File: config.mk
export PLATFORM = sky130hd
export DESIGN_NAME = scp_pwm_core
export DESIGN_NICKNAME = d
export VERILOG_FILES = /design/src/verilog/scp_pkg.sv /design/src/verilog/scp_pwm_core.sv
export SDC_FILE = /design/constraint.sdc
export NUM_CORES = 1
export LEC_CHECK = 0
export ABC_AREA = 1
export ABC_CLOCK_PERIOD_IN_PS = 3200
export BUFFER_PORTS_ARGS = -buffer_cell sky130_fd_sc_hd__buf_2
export CAP_MARGIN = 20
export CORE_MARGIN = 4
export CORE_UTILIZATION = 33
export CTS_CLUSTER_DIAMETER = 60
export DETAILED_ROUTE_END_ITERATION = 6
export GPL_TIMING_DRIVEN = 0
export MAX_ROUTING_LAYER = met4
export PLACE_DENSITY = 0.58
export SLEW_MARGIN = 10
export SYNTH_ARGS = -nofsm -noshare
export SYNTH_HDL_FRONTEND = slang
export SYNTH_SLANG_ARGS = --single-unit
File: constraint.sdc
create_clock -name ref_clk_in -period 3.2 [get_ports ref_clk_in]
set_input_delay 0.16 -clock ref_clk_in [delete_from_list [all_inputs] [get_ports ref_clk_in]]
set_output_delay 0.16 -clock ref_clk_in [all_outputs]
set_load 0.02 [all_outputs]
File: src/verilog/scp_pkg.sv
// package for the six-channel pwm core: register addresses, field
// positions, reset values and output mode codes.
// assumes an 8-bit register port with byte-wide data.
package scp_pkg;
    // =========================================================
    // register addresses
    localparam logic [7:0] ADR_ALT_ROUTE = 8'hc6;
    localparam logic [7:0] ADR_PRIM_ROUTE = 8'hde;
    localparam logic [7:0] ADR_WAVE_CTRL2 = 8'hdf;
    localparam logic [7:0] ADR_DT_ENABLE = 8'hf9;
    localparam logic [7:0] ADR_DT_LOW = 8'hfa;
    localparam logic [7:0] ADR_PERIOD_LO = 8'hd9;
    localparam logic [7:0] ADR_PERIOD_HI = 8'hd1;
    localparam logic [7:0] ADR_CNT_LO = 8'he1;
    localparam logic [7:0] ADR_CNT_HI = 8'he2;
    // duty byte addresses, channel 5 leftmost
    localparam logic [5:0][7:0] ADR_DUTY_LO =
        {8'hcd, 8'hcc, 8'hdd, 8'hdc, 8'hdb, 8'hda};
    localparam logic [5:0][7:0] ADR_DUTY_HI =
        {8'hc5, 8'hc4, 8'hd5, 8'hd4, 8'hd3, 8'hd2};
    // =========================================================
    // field positions and writable masks
    localparam int CTL_MODE_HI = 7;
    localparam int CTL_MODE_LO = 6;
    localparam int CTL_TYPE_BIT = 4;
    localparam int CTL_DIV_HI = 2;
    localparam int DT_MSB_BIT = 4;
    localparam logic [7:0] PRIM_ROUTE_MASK = 8'h3f;
    localparam logic [7:0] ALT_ROUTE_MASK = 8'h2e;
    localparam logic [7:0] DT_ENABLE_MASK = 8'h17;
    // =========================================================
    // reset values
    localparam logic [7:0] REG_RESET = 8'h00;
    localparam logic [15:0] WORD_RESET = 16'h0000;
    // =========================================================
    // output mode codes
    typedef enum logic [1:0] {
        SCP_MODE_INDEP = 2'b00,
        SCP_MODE_COMP = 2'b01,
        SCP_MODE_SYNC = 2'b10,
        SCP_MODE_RSVD = 2'b11
    } scp_mode_t;
endpackage

File: src/verilog/scp_pwm_core.sv
// six-channel, three-pair pwm generator with dead-time insertion and
// pin routing between port i/o and pwm outputs.
// assumes a same-clock register port and a same-clock write permit
// from the timed-access guard; pins are resolved outside.
module scp_pwm_core (
    // clock and reset
    input wire logic ref_clk_in,
    input wire logic rst_n_in,
    // register port
    input wire logic [7:0] reg_addr_in,
    input wire logic [7:0] reg_wdata_in,
    input wire logic reg_wr_in,
    input wire logic reg_rd_in,
    output logic [7:0] reg_rdata_out,
    // timed-access guard
    input wire logic timed_access_guard_in,
    // port i/o side of the shared pins
    input wire logic [5:0] prim_port_data_in,
    input wire logic [5:0] prim_port_oe_n_in,
    input wire logic [5:0] alt_port_data_in,
    input wire logic [5:0] alt_port_oe_n_in,
    // pins and channel outputs
    output logic [5:0] prim_pin_out,
    output logic [5:0] prim_pin_oe_n_out,
    output logic [5:0] alt_pin_out,
    output logic [5:0] alt_pin_oe_n_out,
    output logic [5:0] pwm_ch_out
);
    import scp_pkg::*;

    // =========================================================
    // register file
    logic [7:0] alt_pin_route_select;
    logic [7:0] primary_pin_route_select;
    logic [7:0] waveform_control_two;
    logic [7:0] deadtime_pair_enable;
    logic [7:0] deadtime_count_low;
    logic [15:0] period;
    logic [15:0] duty [6];
    logic [15:0] cnt;
    logic cnt_down;

    // finds which duty byte an address names; bit 4 flags a hit and
    // bit 3 picks the high byte
    function automatic logic [4:0] duty_decode(input logic [7:0] a);
        logic [4:0] r;
        r = 5'h00;
        for (int i = 0; i < 6; i++) begin
            if (a == ADR_DUTY_LO[i]) begin
                r = {2'b10, i[2:0]};
            end
            if (a == ADR_DUTY_HI[i]) begin
                r = {2'b11, i[2:0]};
            end
        end
        return r;
    endfunction

    logic [4:0] wr_dec;
    logic [4:0] rd_dec;
    logic dt_wr_ok;
    assign wr_dec = duty_decode(reg_addr_in);
    assign rd_dec = wr_dec;
    assign dt_wr_ok = reg_wr_in && timed_access_guard_in;

    // control and routing registers
    always_ff @(posedge ref_clk_in) begin
        if (!rst_n_in) begin
            alt_pin_route_select <= REG_RESET;
            primary_pin_route_select <= REG_RESET;
            waveform_control_two <= REG_RESET;
            period <= WORD_RESET;
        end else if (reg_wr_in) begin
            unique case (reg_addr_in)
                ADR_ALT_ROUTE: begin
                    alt_pin_route_select <= reg_wdata_in & ALT_ROUTE_MASK;
                end
                ADR_PRIM_ROUTE: begin
                    primary_pin_route_select <=
                        reg_wdata_in & PRIM_ROUTE_MASK;
                end
                ADR_WAVE_CTRL2: waveform_control_two <= reg_wdata_in;
                ADR_PERIOD_LO: period[7:0] <= reg_wdata_in;
                ADR_PERIOD_HI: period[15:8] <= reg_wdata_in;
                default: ;
            endcase
        end
    end

    always_ff @(posedge ref_clk_in) begin
        if (!rst_n_in) begin
            deadtime_pair_enable <= REG_RESET;
            deadtime_count_low <= REG_RESET;
        end else if (dt_wr_ok && reg_addr_in == ADR_DT_ENABLE) begin
            deadtime_pair_enable <= reg_wdata_in & DT_ENABLE_MASK;
        end else if (dt_wr_ok && reg_addr_in == ADR_DT_LOW) begin
            deadtime_count_low <= reg_wdata_in;
        end
    end

    always_ff @(posedge ref_clk_in) begin
        if (!rst_n_in) begin
            for (int i = 0; i < 6; i++) begin
                duty[i] <= WORD_RESET;
            end
        end else if (reg_wr_in && wr_dec[4]) begin
            if (wr_dec[3]) begin
                duty[wr_dec[2:0]][15:8] <= reg_wdata_in;
            end else begin
                duty[wr_dec[2:0]][7:0] <= reg_wdata_in;
            end
        end
    end

    // read data one cycle after the strobe; unmapped reads give zero
    always_ff @(posedge ref_clk_in) begin
        if (!rst_n_in) begin
            reg_rdata_out <= REG_RESET;
        end else if (reg_rd_in) begin
            if (rd_dec[4]) begin
                reg_rdata_out <= rd_dec[3] ? duty[rd_dec[2:0]][15:8]
                                           : duty[rd_dec[2:0]][7:0];
            end else begin
                unique case (reg_addr_in)
                    ADR_ALT_ROUTE: reg_rdata_out <= alt_pin_route_select;
                    ADR_PRIM_ROUTE: begin
                        reg_rdata_out <= primary_pin_route_select;
                    end
                    ADR_WAVE_CTRL2: reg_rdata_out <= waveform_control_two;
                    ADR_DT_ENABLE: reg_rdata_out <= deadtime_pair_enable;
                    ADR_DT_LOW: reg_rdata_out <= deadtime_count_low;
                    ADR_PERIOD_LO: reg_rdata_out <= period[7:0];
                    ADR_PERIOD_HI: reg_rdata_out <= period[15:8];
                    ADR_CNT_LO: reg_rdata_out <= cnt[7:0];
                    ADR_CNT_HI: reg_rdata_out <= cnt[15:8];
                    default: reg_rdata_out <= REG_RESET;
                endcase
            end
        end
    end

    // =========================================================
    // field decode
    scp_mode_t output_mode_select;
    logic count_type_select;
    logic [2:0] clock_prescale_select;
    logic [8:0] deadtime_count_value;
    assign output_mode_select =
        scp_mode_t'(waveform_control_two[CTL_MODE_HI:CTL_MODE_LO]);
    assign count_type_select = waveform_control_two[CTL_TYPE_BIT];
    assign clock_prescale_select = waveform_control_two[CTL_DIV_HI:0];
    assign deadtime_count_value =
        {deadtime_pair_enable[DT_MSB_BIT], deadtime_count_low};

    // =========================================================
    // pwm clock prescaler: one tick every 2^n system clocks
    logic [6:0] presc;
    logic [6:0] presc_mask;
    logic tick;
    assign presc_mask = 7'((8'h01 << clock_prescale_select) - 8'h01);
    assign tick = (presc & presc_mask) == presc_mask;

    always_ff @(posedge ref_clk_in) begin
        if (!rst_n_in) begin
            presc <= 7'h00;
        end else begin
            presc <= presc + 7'h01;
        end
    end

    // =========================================================
    // shared 16-bit counter
    // edge wrap after period, period plus one steps
    // center dual slope, twice period steps
    always_ff @(posedge ref_clk_in) begin
        if (!rst_n_in) begin
            cnt <= WORD_RESET;
            cnt_down <= 1'b0;
        end else if (tick) begin
            if (!count_type_select) begin
                cnt_down <= 1'b0;
                cnt <= (cnt >= period) ? WORD_RESET : cnt + 16'h0001;
            end else if (cnt_down) begin
                // a period shrunk below the count ends up here too
                cnt <= (cnt == WORD_RESET) ? WORD_RESET : cnt - 16'h0001;
                cnt_down <= (cnt > 16'h0001);
            end else if (cnt >= period) begin
                cnt_down <= (period != WORD_RESET);
                cnt <= (period != WORD_RESET) ? cnt - 16'h0001
                                             : WORD_RESET;
            end else begin
                cnt <= cnt + 16'h0001;
            end
        end
    end

    // =========================================================
    // raw channel generators
    logic [5:0] raw_channel_signal;
    genvar g;
    generate
        for (g = 0; g < 6; g++) begin : gen_raw
            always_ff @(posedge ref_clk_in) begin
                if (!rst_n_in) begin
                    raw_channel_signal[g] <= 1'b0;
                end else if (tick && !count_type_select) begin
                    // clear on match beats set at zero
                    if (cnt == duty[g]) begin
                        raw_channel_signal[g] <= 1'b0;
                    end else if (cnt == WORD_RESET) begin
                        raw_channel_signal[g] <= 1'b1;
                    end
                end else if (tick && cnt == duty[g]) begin
                    raw_channel_signal[g] <= cnt_down;
                end
            end
        end
    endgenerate

    // =========================================================
    // mode selection and dead time per pair
    logic [2:0] dt_on;
    logic [5:0] tgt;
    logic [2:0] dt_busy;
    logic [8:0] dt_cnt [3];
    generate
        for (g = 0; g < 3; g++) begin : gen_pair
            assign dt_on[g] = deadtime_pair_enable[g] &&
                              output_mode_select == SCP_MODE_COMP;
            always_comb begin
                tgt[2*g] = raw_channel_signal[2*g];
                unique case (output_mode_select)
                    SCP_MODE_COMP: tgt[2*g+1] = !raw_channel_signal[2*g];
                    SCP_MODE_SYNC: tgt[2*g+1] = raw_channel_signal[2*g];
                    // reserved code falls back to independent
                    default: tgt[2*g+1] = raw_channel_signal[2*g+1];
                endcase
            end
            // falls pass at once, rises wait for the count to reach zero
            always_ff @(posedge ref_clk_in) begin
                if (!rst_n_in) begin
                    pwm_ch_out[2*g+1 -: 2] <= 2'b00;
                    dt_busy[g] <= 1'b0;
                    dt_cnt[g] <= 9'h000;
                end else if (!dt_on[g]) begin
                    pwm_ch_out[2*g+1 -: 2] <= tgt[2*g+1 -: 2];
                    dt_busy[g] <= 1'b0;
                end else if ((tgt[2*g+1 -: 2] &
                              ~pwm_ch_out[2*g+1 -: 2]) == 2'b00) begin
                    pwm_ch_out[2*g+1 -: 2] <= tgt[2*g+1 -: 2];
                    dt_busy[g] <= 1'b0;
                end else begin
                    pwm_ch_out[2*g+1 -: 2] <=
                        pwm_ch_out[2*g+1 -: 2] & tgt[2*g+1 -: 2];
                    if (!dt_busy[g]) begin
                        // load value, plus one cycle to release
                        dt_busy[g] <= 1'b1;
                        dt_cnt[g] <= deadtime_count_value;
                    end else if (dt_cnt[g] == 9'h000) begin
                        pwm_ch_out[2*g+1 -: 2] <= tgt[2*g+1 -: 2];
                        dt_busy[g] <= 1'b0;
                    end else begin
                        dt_cnt[g] <= dt_cnt[g] - 9'h001;
                    end
                end
            end
        end
    endgenerate

    // =========================================================
    // pin routing, registered so pins change on a clean edge
    // route bits choose pwm or port
    always_ff @(posedge ref_clk_in) begin
        if (!rst_n_in) begin
            prim_pin_out <= 6'h00;
            prim_pin_oe_n_out <= 6'h3f;
            alt_pin_out <= 6'h00;
            alt_pin_oe_n_out <= 6'h3f;
        end else begin
            for (int i = 0; i < 6; i++) begin
                prim_pin_out[i] <= primary_pin_route_select[i] ?
                    pwm_ch_out[i] : prim_port_data_in[i];
                prim_pin_oe_n_out[i] <= primary_pin_route_select[i] ?
                    1'b0 : prim_port_oe_n_in[i];
                alt_pin_out[i] <= alt_pin_route_select[i] ?
                    pwm_ch_out[i] : alt_port_data_in[i];
                alt_pin_oe_n_out[i] <= alt_pin_route_select[i] ?
                    1'b0 : alt_port_oe_n_in[i];
            end
        end
    end

    // =========================================================
    // checks
    logic [9:0] hold0;
    always_ff @(posedge ref_clk_in) begin
        if (!rst_n_in) begin
            hold0 <= 10'h000;
        end else if (tgt[0] && !pwm_ch_out[0]) begin
            hold0 <= hold0 + 10'h001;
        end else begin
            hold0 <= 10'h000;
        end
    end
endmodule

Word level (Yosys, flattened, before mapping)
Memories as Yosys holds them, arrays and structs flattened.
Index checks and enable logic that the tools add are counted.
{"block": "op_classes", "magnitude_cmp": 2, "eq_ne": 36, "shift": 1, "reduce_logical": 48, "n_bitwise": 21, "muxes": 132, "n_addsub": 7}
{"operator": "8-bit equality test, second input constant", "n": 21}
{"operator": "16-bit two-way mux", "n": 7}
{"operator": "16-bit equality test", "n": 6}
{"operator": "1-bit two-way mux", "n": 87}
{"operator": "8-bit case mux with 9 select lines", "n": 1}
{"operator": "5-bit two-way mux", "n": 12}
{"operator": "9-bit two-way mux", "n": 6}
{"operator": "9-bit logical NOT", "n": 3}
{"operator": "9-bit by 1-bit subtractor with 9-bit output, second input constant", "n": 3}
{"operator": "2-bit two-way mux", "n": 13}
{"operator": "2-bit AND reduction", "n": 12}
{"operator": "3-bit by 2-bit inequality test with 1-bit output, second input constant", "n": 6}
{"operator": "16-bit by 1-bit adder with 16-bit output, second input constant", "n": 1}
{"operator": "16-bit >= comparator", "n": 1}
{"operator": "16-bit by 1-bit > comparator with 1-bit output, second input constant", "n": 1}
{"operator": "16-bit logical NOT", "n": 1}
{"operator": "8-bit two-way mux", "n": 2}
{"operator": "16-bit nonzero test", "n": 1}
{"operator": "16-bit OR reduction", "n": 1}
{"operator": "16-bit by 1-bit subtractor with 16-bit output, second input constant", "n": 1}
{"operator": "1-bit logical AND", "n": 14}
{"operator": "2-bit bitwise AND", "n": 6}
{"operator": "2-bit nonzero test", "n": 6}
{"operator": "3-bit OR reduction", "n": 3}
{"operator": "other kinds (14)", "n": 32}
{"block": "word_totals", "reg_bits": 117, "ram_bits": 123, "wordCells": 276, "mem_count": 2, "in_bits": 45}
{"memory": "duty", "depth": 6, "width": 16, "rd": 7, "rd_clocked_by_memory_dff": 0, "wr": 6, "line_no": "scp_pwm_core.sv:39", "rtl": "logic [15:0] duty [6];"}
{"memory": "dt_cnt", "depth": 3, "width": 9, "rd": 3, "rd_clocked_by_memory_dff": 0, "wr": 3, "line_no": "scp_pwm_core.sv:225", "rtl": "logic [8:0] dt_cnt [3];"}

Depth between registers and ports, before layout
Gate-level depths: netlist (run 1).
{"block": "logic_depth", "word_depth": 19, "ltp_mapped": 20, "depth_no_buf": 17}

Least setup slack after synthesis (run 1)
OpenSTA, ideal clock, no wires.
{"block": "synth_timing", "kind": "register to register", "start": "reg cnt[0]", "end": "reg cnt[14]", "period_less_slack_ns": 2.359, "required_ns": 3.130, "t_arrival_ns": 2.290, "path_slack_ns": 0.841, "stages_incl_launch_ff": 20, "setup_ns": 0.070, "cell_sequence": "dfxtp_1 -> clkbuf_1 -> inv_1 -> buf_1 -> ha_1 -> inv_1 -> nand2_1 -> nand2_1 -> nand2_1 -> nand2_1 -> nand2_1 -> nand2_1 -> nand2_1 -> nand3_1 -> buf_2 -> inv_1 -> nand2_1 -> nor2_1 -> nor2_1 -> a21oi_1"}
{"block": "synth_between", "elab_chain_len": 5, "word_cells_on_any_way": 10, "classes_between": "add/sub (2); order compare (1); mux (6); reduce/logical (1)"}
{"item": "from (decl)", "line_no": "scp_pwm_core.sv:40", "rtl": "logic [15:0] cnt;"}
{"item": "from (signal assigned)", "line_no": "scp_pwm_core.sv:182", "rtl": "cnt <= (cnt >= period) ? WORD_RESET : cnt + 16'h0001;"}
{"item": "from (signal assigned)", "line_no": "scp_pwm_core.sv:185", "rtl": "cnt <= (cnt == WORD_RESET) ? WORD_RESET : cnt - 16'h0001;"}
{"item": "from (signal assigned)", "line_no": "scp_pwm_core.sv:189", "rtl": "cnt <= (period != WORD_RESET) ? cnt - 16'h0001"}
{"item": "16-bit by 1-bit subtractor with 16-bit output", "line_no": "scp_pwm_core.sv:185, scp_pwm_core.sv:189"}
{"item": "16-bit two-way mux", "line_no": "scp_pwm_core.sv:189"}
{"item": "16-bit two-way mux", "line_no": "scp_pwm_core.sv:187", "rtl": "end else if (cnt >= period) begin"}
{"item": "16-bit two-way mux", "line_no": "scp_pwm_core.sv:183", "rtl": "end else if (cnt_down) begin"}
{"item": "16-bit two-way mux (*)", "line_no": "scp_pwm_core.sv:180", "rtl": "if (!count_type_select) begin"}
Mark *: on every way between the ends. The rest lies on a longest branch, timed or not.
A chain may end at the register's enable or synchronous reset.

Worst setup path after layout (run 1)
{"block": "layout_timing", "start": "reg cnt[1]", "end": "reg cnt[12]"}
Same word-level chain as after synthesis.

==> results.cfg, run 1 <==
[timing]
period_minus_slack_ns = 2.957
grt_setup_unrepaired = no
fmax_mhz = 338.2
final.setup.tns_ns = 0
clock-skew-final_ns = 0.01507
finalSetupViolations = 0
whs_ns = 0.04173
hold_viol = 0
finalCritPeriodShare = 0.9241
slew_viol_final = 0
worstMarginPinSlew_ns = 1.084
relSlewSlack = 0.2771

[setup_path]
worstPathArrival_ns = 3.39
cp-end-kind = flop
critPathMaxStageDelay_ns = 0.57
crit_type = flop to flop
critical_path_required_ns = 3.63
crit_chain = buf_2 > clkinv_1 > ha_1 > nand2_1 > nor2_1 > nand2_1 > nor2_1 > nand2_1 > xor2_1 > nor2_1 > nand2_1 > nand2_1 > nand2_1 > a21oi_1
cpMostUsedCell = nand2_1
cp_slowest_cell = clkinv_1
crit_fanout = 11
crit_path_start_kind = flop

[final_layout]
area_delta_synth_final_pct = 16.88
drive_above_1_share = 0.1088
final_cell_mix = 401 x nand2_1, 226 x nor2_1, 203 x inv_1, 165 x nand3_1, 123 x edfxtp_1
fill_cells = 4372
final_cells = 2566
final_common_cell = nand2_1
design_area_um2 = 16500
fin_nets = 2070

[routing]
drt-initial-drc-count = 1315
highest_layer = met4
wl_per_cell_um = 20.34
vias = 13380
viasPerCell = 5.214
firstDrtPassIters = 6
met1_length_um = 22850
drc = 0
totalWireLength_um = 52180
wl_met2_um = 23750
wl_met3_um = 3388
antenna_left = 0

[placement]
dp_hpwl_um = 38930
dpl_cell_area_um2 = 15180
io_buffer_count = 79
place_congestion = 0.9865
dpl.cell_count = 2474

[yosys]
ys_ff_latch = 240
syn_nets = 1927
synth_top_family_by_area = simple AND/OR/NAND/NOR gates
yosysWarnings = 0
synth_enable_flop_cells = 123
synth_xor_area_frac = 0.06392
async_flop_share = 0
synth_area_per_cell_um2 = 7.604
synth_area_um2 = 14110
synth-simple-area-share = 0.2974
synth_fa_ha_area_frac = 0.02305
synth_top_flop_cell = edfxtp_1
synthCells = 1856
synth-compound-area-share = 0.1057
synth_cell_type_count = 49
seq_area_frac_synth = 0.4277
synthMuxAreaShare = 0

[min_path]
hold_path.class = input port to flop

[floorplan]
start_util = 0.3350
rows = 75
core_area_um2 = 42130
die_h_um = 214.8
die-width_um = 214.8
die-area_um2 = 46140
ioPinCount = 83

[run]
maxCapViolCount = 0

[global_route]
grt_first_pass_wirelength_um = 77850
grt_pass1_vias = 12843
grt_start_max_net_pins = 18
grt_antenna_before_repair = 4
grt_remaining_overflow = 0
grtUsageTotal = 0.2237

[power_and_ir_drop]
ir_drop_mv = 0.4271
p_leak_nw = 6.781
p_per_area_nw_per_um2 = 452.4
p_total_mw = 7.463

[clocking]
clk_pin_slew_ns = 0.06
cts_max_level = 1
clock_latency_ns = 0.59
cts_tree = done
numCtsBuffers = 29
cts_num_sinks = 240
root_buffer = clkbuf_16
clockBufferDepth = 3

[outcome]
status = finished, final reports clean
==> state kept, by name (all words and copies together), names as in the netlist, 7 cells and up <==
register / flops
deadtime_count_low: 8
dt_cnt: 27
reg_rdata_out: 8
presc: 7
cnt: 16
waveform_control_two: 8
duty: 96
period: 16
==> critical path, delay by kind of cell, from the launching register on <==
family | cells | cell delay [ns]
and+or+nand+nor | 9 | 0.80
DFF | 1 | 0.41
buffers and inverters | 2 | 0.90
adders and majority gates | 1 | 0.47
xor gates and xnor gates | 1 | 0.17
AOI/OAI and AO/OA | 1 | 0.06
==> logic make-up after synthesis <==
| family | Yosys count |
|---|---|
| AO/OA/AOI/OAI | 277 |
| XOR/XNOR | 103 |
| adder cells (fa/ha/maj) | 26 |
| buffers and inverters | 291 |
| flip-flops | 240 |
| AND/OR/NAND/NOR | 919 |
==> final timing paths <==
kind	endpoint	depth (start not counted)	slack, ns	from
hold / removal	reg_rdata_out[0]$_SDFFE_PN0P_	3	0.04	reg_rd_in
hold reg to reg	presc[6]$_SDFF_PN0_	1	0.45	presc[6]$_SDFF_PN0_
setup reg to reg	cnt[12]$_SDFFE_PN0P_	14	0.24	cnt[1]$_SDFFE_PN0P_
setup / recovery	cnt[12]$_SDFFE_PN0P_	14	0.24	cnt[1]$_SDFFE_PN0P_
==> cell usage after synthesis, types with 4 or more instances <==
library cell  number  area, um^2
a211oi_1           4       30.03
a21oi_1          116       580.6
buf_1              7       26.28
buf_2             21       105.1
buf_4              4       30.03
clkbuf_1          36       135.1
dfxtp_1          117        2342
edfxtp_1         123        3694
ha_1              26       325.3
inv_1            204       765.7
inv_2             13       48.80
nand2_1          401        1505
nand2_2            7       43.79
nand2_4            8       90.09
nand3_1          165       825.8
nand3_4            5       87.58
nand3b_1           8       60.06
nand4_1           40       250.2
nor2_1           226       848.3
nor2_4             9       101.4
nor2_8             5       100.1
nor3_1            23       115.1
nor4_1             4       25.02
o21ai_0          106       530.5
o22ai_1           38       237.7
or2_2              6       37.54
xnor2_1           74       648.1
xor2_1            29       254.0
==> layer usage <==
metal  vias up  global-route usage
li1       6419                   -
met1      6333              0.2958
met2       519              0.3528
met3       109             0.02910
met4         0             0.08234
met5         -                   -
==> layout make-up <==
type	instances	area, um^2	share of cell area
diodes	5	12.51	0.0007585
plain buffers	69	325.3	0.01972
clock buffers	37	765.7	0.04642
clock inverters	17	197.7	0.01198
inverters	221	837.1	0.05074
multi-input cells	1325	6917	0.4193
flip-flops and latches	240	6036	0.3659
well taps	539	674.4	0.04088
repair buffers	113	730.7	0.04430
==> what timing repair did <==
item	CTS	global route
setup endpoints to repair	17	10
hold endpoints to repair	43	0
buffers inserted	0	2
gates resized for setup	1	1
hold buffers	32	0
==> report_power, final <==
group,leakage [nW],internal (mW),switching [mW]
logic,4.16,0.225,0.422
registers,2.15,3.34,0.0891
clock network,0.476,1.96,1.42
==> stage by stage <==
step | utilization | setup slack, ns
floorplan | - | 0.8405
global placement | 0.3604 | -0.5379
detailed placement | 0.3604 | -0.5392
CTS | 0.3908 | 0.06596
global route | 0.3914 | 0.08606
finish | 0.3915 | 0.2429
Power figures use the tool's default switching activity.
==> run 2: changes to the inputs <==
- SETUP_SLACK_MARGIN: default -> 0.5
==> results.cfg, run 2 (synthesis results as in run 1) <==
[timing]
hold_viol = 0
fmax_mhz = 377.8
postLayoutSetupSlackWorst_ns = 0.5528
finalCritPeriodShare = 0.8272
period_minus_slack_ns = 2.647
grt_setup_unrepaired = no
worstMarginPinSlew_ns = 1.081
slew_viol_final = 0
finalSetupViolations = 0
relSlewSlack = 0.2795
clock-skew-final_ns = 0.01442

[floorplan]
ioPinCount = 83
die_h_um = 214.8
start_util = 0.3350
die-width_um = 214.8
rows = 75
core_area_um2 = 42130
die-area_um2 = 46140

[power_and_ir_drop]
p_total_mw = 7.458
pwr-share-comb = 0.087
p_per_area_nw_per_um2 = 450.2
p_clk_frac = 0.452
ir_drop_mv = 0.4244
power_switching_share = 0.2584
internal-power_mw = 5.530
p_leak_nw = 6.795
p_seq_frac = 0.460
power.switching_mw = 1.927

[placement]
post-place-ws_ns = -0.5392
io_buffer_count = 79
dpl.cell_count = 2474
place_congestion = 0.9865
dp_hpwl_um = 38930

[routing]
totalWireLength_um = 52540
drt-initial-drc-count = 1295
drc = 0
firstDrtPassIters = 6
viasPerCell = 5.242
wl_per_cell_um = 20.47
antenna_left = 0
vias = 13450

[global_route]
grt_start_max_net_pins = 16
grt_remaining_overflow = 0
grtUsageTotal = 0.2249
grt_pass1_vias = 12866
grt_first_pass_wirelength_um = 78130
grt_antenna_before_repair = 4

[clocking]
cts_tree = done
numCtsBuffers = 29
cts_max_level = 1
clk_pin_slew_ns = 0.06
cts_num_sinks = 240
root_buffer = clkbuf_16
clockBufferDepth = 3
clock_latency_ns = 0.58

[setup_path]
critPathMaxStageDelay_ns = 0.48
worstPathArrival_ns = 3.12
crit_family = simple AND/OR/NAND/NOR gates
crit_type = flop to flop
critical_path_required_ns = 3.67
crit_chain = buf_2 > clkinv_1 > nand2_1 > nand4_1 > nor4_1 > nand3_1 > o21ai_0 > nor2_1
cp-end-kind = flop
crit_path_start_kind = flop
cp_slowest_cell = clkinv_1
crit_fanout = 10
timing.critical_path.buf_inv = 2

[final_layout]
largest_reg_flops = 96
final_common_cell = nand2_1
final_cells = 2566
drive_above_1_share = 0.1147
area_delta_synth_final_pct = 17.38
final_cell_mix = 397 x nand2_1, 224 x nor2_1, 202 x inv_1, 163 x nand3_1, 123 x edfxtp_1
register_area_um2 = 6037
largestRegisters = duty: 96 flops, dt_cnt: 27 flops
regMostFlops = duty
post-route-util = 0.3932
multi_input_area_um2 = 6950
fill_cells = 4363
fin_nets = 2070

[min_path]
hold_path.class = input port to flop

[run]
maxCapViolCount = 0

[outcome]
status = finished, final reports clean
-- run 2: power groups by stage --
stage                     Sequential [mW]  Clock (mW)  Combinational [mW]
after global routing                 3.44        3.56               0.711
final                                3.43        3.37               0.651
after global placement               3.49           0               0.599
after floorplan                      3.50           0               0.370
after CTS                            3.43        3.42               0.640
after detailed placement             3.50           0               0.605
-- run 2: path summary, 6_finish.rpt --
kind / startpoint / to / slack (ns) / cells after the start
min reg2reg: presc[6]$_SDFF_PN0_ / presc[6]$_SDFF_PN0_ / 0.45 / 1
max: cnt[7]$_SDFFE_PN0P_ / raw_channel_signal[3]$_SDFFE_PN0P_ / 0.55 / 8
max reg2reg: cnt[7]$_SDFFE_PN0P_ / raw_channel_signal[3]$_SDFFE_PN0P_ / 0.55 / 8
min: reg_rd_in / reg_rdata_out[0]$_SDFFE_PN0P_ / 0.05 / 3
-- run 2: timing repair --
| action | in CTS | in global routing |
|---|---|---|
| resized for setup | 15 | 15 |
| setup buffers | 1 | 0 |
| gates cloned | 0 | 0 |
| setup endpoints to repair | 23 | 30 |
| endpoints found under the hold margin | 43 | 0 |
| hold buffers | 32 | 0 |
-- run 2: metrics by stage --
| step | setup TNS [ns] | area [um^2] | hold slack [ns] |
|---|---|---|---|
| CTS | 0 | 16510 | 0.01088 |
| finish | 0 | 16570 | 0.05330 |
| floorplan | 0 | 14110 | 0.2576 |
| detailed placement | -5.528 | 15180 | 0.3509 |
| global route | 0 | 16560 | 0.04180 |
| global placement | -5.504 | 15180 | 0.3423 |
-- run 2: final cells by class --
type,count,share of cell area
Antenna cell,5,0.0007553
Buffer,70,0.02183
Clock buffer,37,0.04622
Clock inverter,17,0.01193
Inverter,221,0.05091
Multi-Input combinational cell,1325,0.4196
Sequential cell,240,0.3644
Tap cell,539,0.04071
Timing Repair Buffer,112,0.04366
-- run 2: metal layers --
layer / global-route usage / part of all wire / vias to the layer above
met5: - / 0 / -
met4: 0.08558 / 0.045 / 0
met3: 0.02980 / 0.065 / 114
met2: 0.3549 / 0.46 / 508
met1: 0.2958 / 0.43 / 6405
li1: - / - / 6423
-- run 2: worst min-delay path, stage by stage --
cell and delay [ns]:
buf_2 0.19, o21ai_0 0.18, a21oi_1 0.05
==> run 3: changes to the inputs <==
- ABC_AREA: 1 -> 0
- ABC_CLOCK_PERIOD_IN_PS: 3200 -> 2200
- PLACE_DENSITY: 0.58 -> 0.6
- clock period: 3.2 -> 2.2 ns (I/O delays scaled with it)
==> results.cfg, run 3 <==
[yosys]
ys_ff_latch = 272
synthCells = 1418
async_flop_share = 0
synth_top_area_frac = 0.3261
synth_area_um2 = 14270
synth_area_per_cell_um2 = 10.07
synth_enable_flop_cells = 155
yosysWarnings = 0
ys_top_cells_by_area = edfxtp_1 33%, dfxtp_1 16%, xor2_1 6.8%
synth_top_flop_cell = edfxtp_1
yosys-top-cells-count = 167 x nor2_1, 155 x edfxtp_1, 154 x nand2_1
seq_area_frac_synth = 0.4901
synth_cell_type_count = 78
yosys.area.top_type = edfxtp_1
yosysMostFrequentCell = nor2_1

[timing]
hold_viol = 0
postLayoutSetupSlackWorst_ns = -0.3656
finalCritPeriodShare = 1.166
relSlewSlack = 0.3791
grt_setup_unrepaired = yes
fmax_mhz = 389.8
whs_ns = 0.09872
worstMarginPinSlew_ns = 0.9313
slew_viol_final = 0
period_minus_slack_ns = 2.566
clock-skew-final_ns = 0.01303
finalSetupViolations = 62

[clocking]
cts_max_level = 1
numCtsBuffers = 31
clk_pin_slew_ns = 0.06
cts_num_sinks = 272
clock_latency_ns = 0.59
cts_tree = done
root_buffer = clkbuf_16
clockBufferDepth = 3

[floorplan]
die_h_um = 216.0
die-area_um2 = 46650
core_area_um2 = 42320
die-width_um = 216.0
start_util = 0.3373
ioPinCount = 83
rows = 75

[setup_path]
worstPathArrival_ns = 3.02
crit_path_start_kind = flop
crit_type = flop to flop
crit_fanout = 9
critical_path_required_ns = 2.66
cp_slowest_cell = or4_4
cp-end-kind = flop
critPathMaxStageDelay_ns = 0.52
crit_chain = buf_12 > or4_4 > nand4bb_4 > nand2_4 > a21boi_2 > a41oi_4 > buf_6 > buf_4 > o32ai_4 > o31ai_4 > a21oi_1
reg2reg_setup_slack_ns = -0.37

[power_and_ir_drop]
ir_drop_mv = 0.5037
p_per_area_nw_per_um2 = 606.8
p_leak_nw = 7.351

[final_layout]
design_area_um2 = 19900
multi_input_area_um2 = 8133
fin_nets = 1791
area_delta_synth_final_pct = 39.42
final_cells = 2324
regMostFlops = duty
largestRegisters = duty: 128 flops, dt_cnt: 27 flops
drive_above_1_share = 0.3456
largest_reg_flops = 128
register_area_um2 = 7051
fill_cells = 3812
final_cell_mix = 155 x edfxtp_1, 148 x nor2_1, 117 x nand2_1, 109 x xor2_1, 96 x dfxtp_1
final_common_cell = edfxtp_1

[routing]
drc = 0
vias = 12941
wl_per_cell_um = 23.66
drt-initial-drc-count = 1402
totalWireLength_um = 55000
viasPerCell = 5.568
antenna_left = 0
firstDrtPassIters = 6

[placement]
post-place-ws_ns = -0.8899
io_buffer_count = 77
place_congestion = 0.9900
dpl.cell_count = 2103
dpl_cell_area_um2 = 16090
dp_hpwl_um = 37670

[global_route]
grtUsageTotal = 0.2305
grt_antenna_before_repair = 2
grt_first_pass_wirelength_um = 79800
grt_pass1_vias = 12458
grt_start_max_net_pins = 17
grt_remaining_overflow = 0

[outcome]
violations = setup timing
status = finished, violations left

[run]
maxCapViolCount = 0

[min_path]
hold_path.class = input port to flop
run 3: changes by cell type in the layout (fill, tap and decap cells not counted), moves of 41 or more:
cell     before  now
o21ai_0     105   23
buf_4         5   89
nor2_1      224  148
buf_6         2   43
xnor2_1      74   16
xor2_1       29  109
a21oi_1     116   57
nand3_1     163   56
nand2_1     397  117
inv_1       202   50
run 3: layout make-up:
type / instances / share of cell area
inverters: 60 / 0.01169
repair buffers: 237 / 0.09600
well taps: 577 / 0.03627
diodes: 2 / 0.0002515
clock inverters: 23 / 0.01377
multi-input cells: 1023 / 0.4086
flip-flops and latches: 272 / 0.3542
clock buffers: 35 / 0.03973
plain buffers: 95 / 0.03942
run 3: kinds of logic (layout without fill, tap and decap cells):
family	count (synthesis)	after routing	synth area share
and+or+nand+nor	528	529	0.1757
DFF	272	272	0.4901
AOI/OAI and AO/OA	248	248	0.1172
buffers and inverters	155	450	0.04514
xor gates and xnor gates	127	127	0.07792
muxes	61	61	0.07091
adders and majority gates	26	26	0.02279
other	1	34	0.0002627
run 3: metal layers:
layer	GRT usage	wire length, um	vias up
met4	0.08534	2473	0
met5	-	0	-
met3	0.03910	5243	160
li1	-	-	5723
met1	0.3003	22190	6357
met2	0.3631	25090	701
run 3: final timing paths:
| check | startpoint | endpoint | cells past startpoint |
|---|---|---|---|
| max reg2reg | cnt[2]$_SDFFE_PN0P_ | cnt[3]$_SDFFE_PN0P_ | 11 |
| min | reg_wdata_in[2] | period[2]$_SDFFE_PN0P_ | 3 |
| min reg2reg | waveform_control_two[3]$_SDFFE_PN0P_ | waveform_control_two[3]$_SDFFE_PN0P_ | 2 |
| max | cnt[2]$_SDFFE_PN0P_ | cnt[3]$_SDFFE_PN0P_ | 11 |
run 3: power breakdown:
part | total (mW) | internal (mW) | switching [mW]
logic | 0.925 | 0.380 | 0.545
registers | 5.71 | 5.55 | 0.166
clock network | 5.44 | 3.19 | 2.25
run 3: worst max-delay path: cells and delay by family, from the launching register on:
family | cells | cell delay [ns]
simple gates | 3 | 0.93
compound gates | 5 | 0.69
buf+inv | 3 | 0.45
flops | 1 | 0.34
run 3: repair_timing:
item                                    4_1_cts  5_1_grt
endpoints found under the setup margin      210      165
pin swaps                                    71       51
gates cloned                                  2        1
resized for setup                           242      123
buffers inserted                             96       31
hold endpoints to repair                     61        0
hold buffers                                 31        0
run 3: stage by stage:
step / setup TNS (ns) / utilization / total power [mW]
after detailed placement: -75.29 / 0.3802 / 6.542
after global placement: -100.16 / 0.3802 / 6.533
final: -9.037 / 0.4703 / 12.08
after floorplan: -3.668 / - / 6.210
after global routing: -13.98 / 0.4703 / 12.42
after CTS: -6.605 / 0.4524 / 12.05
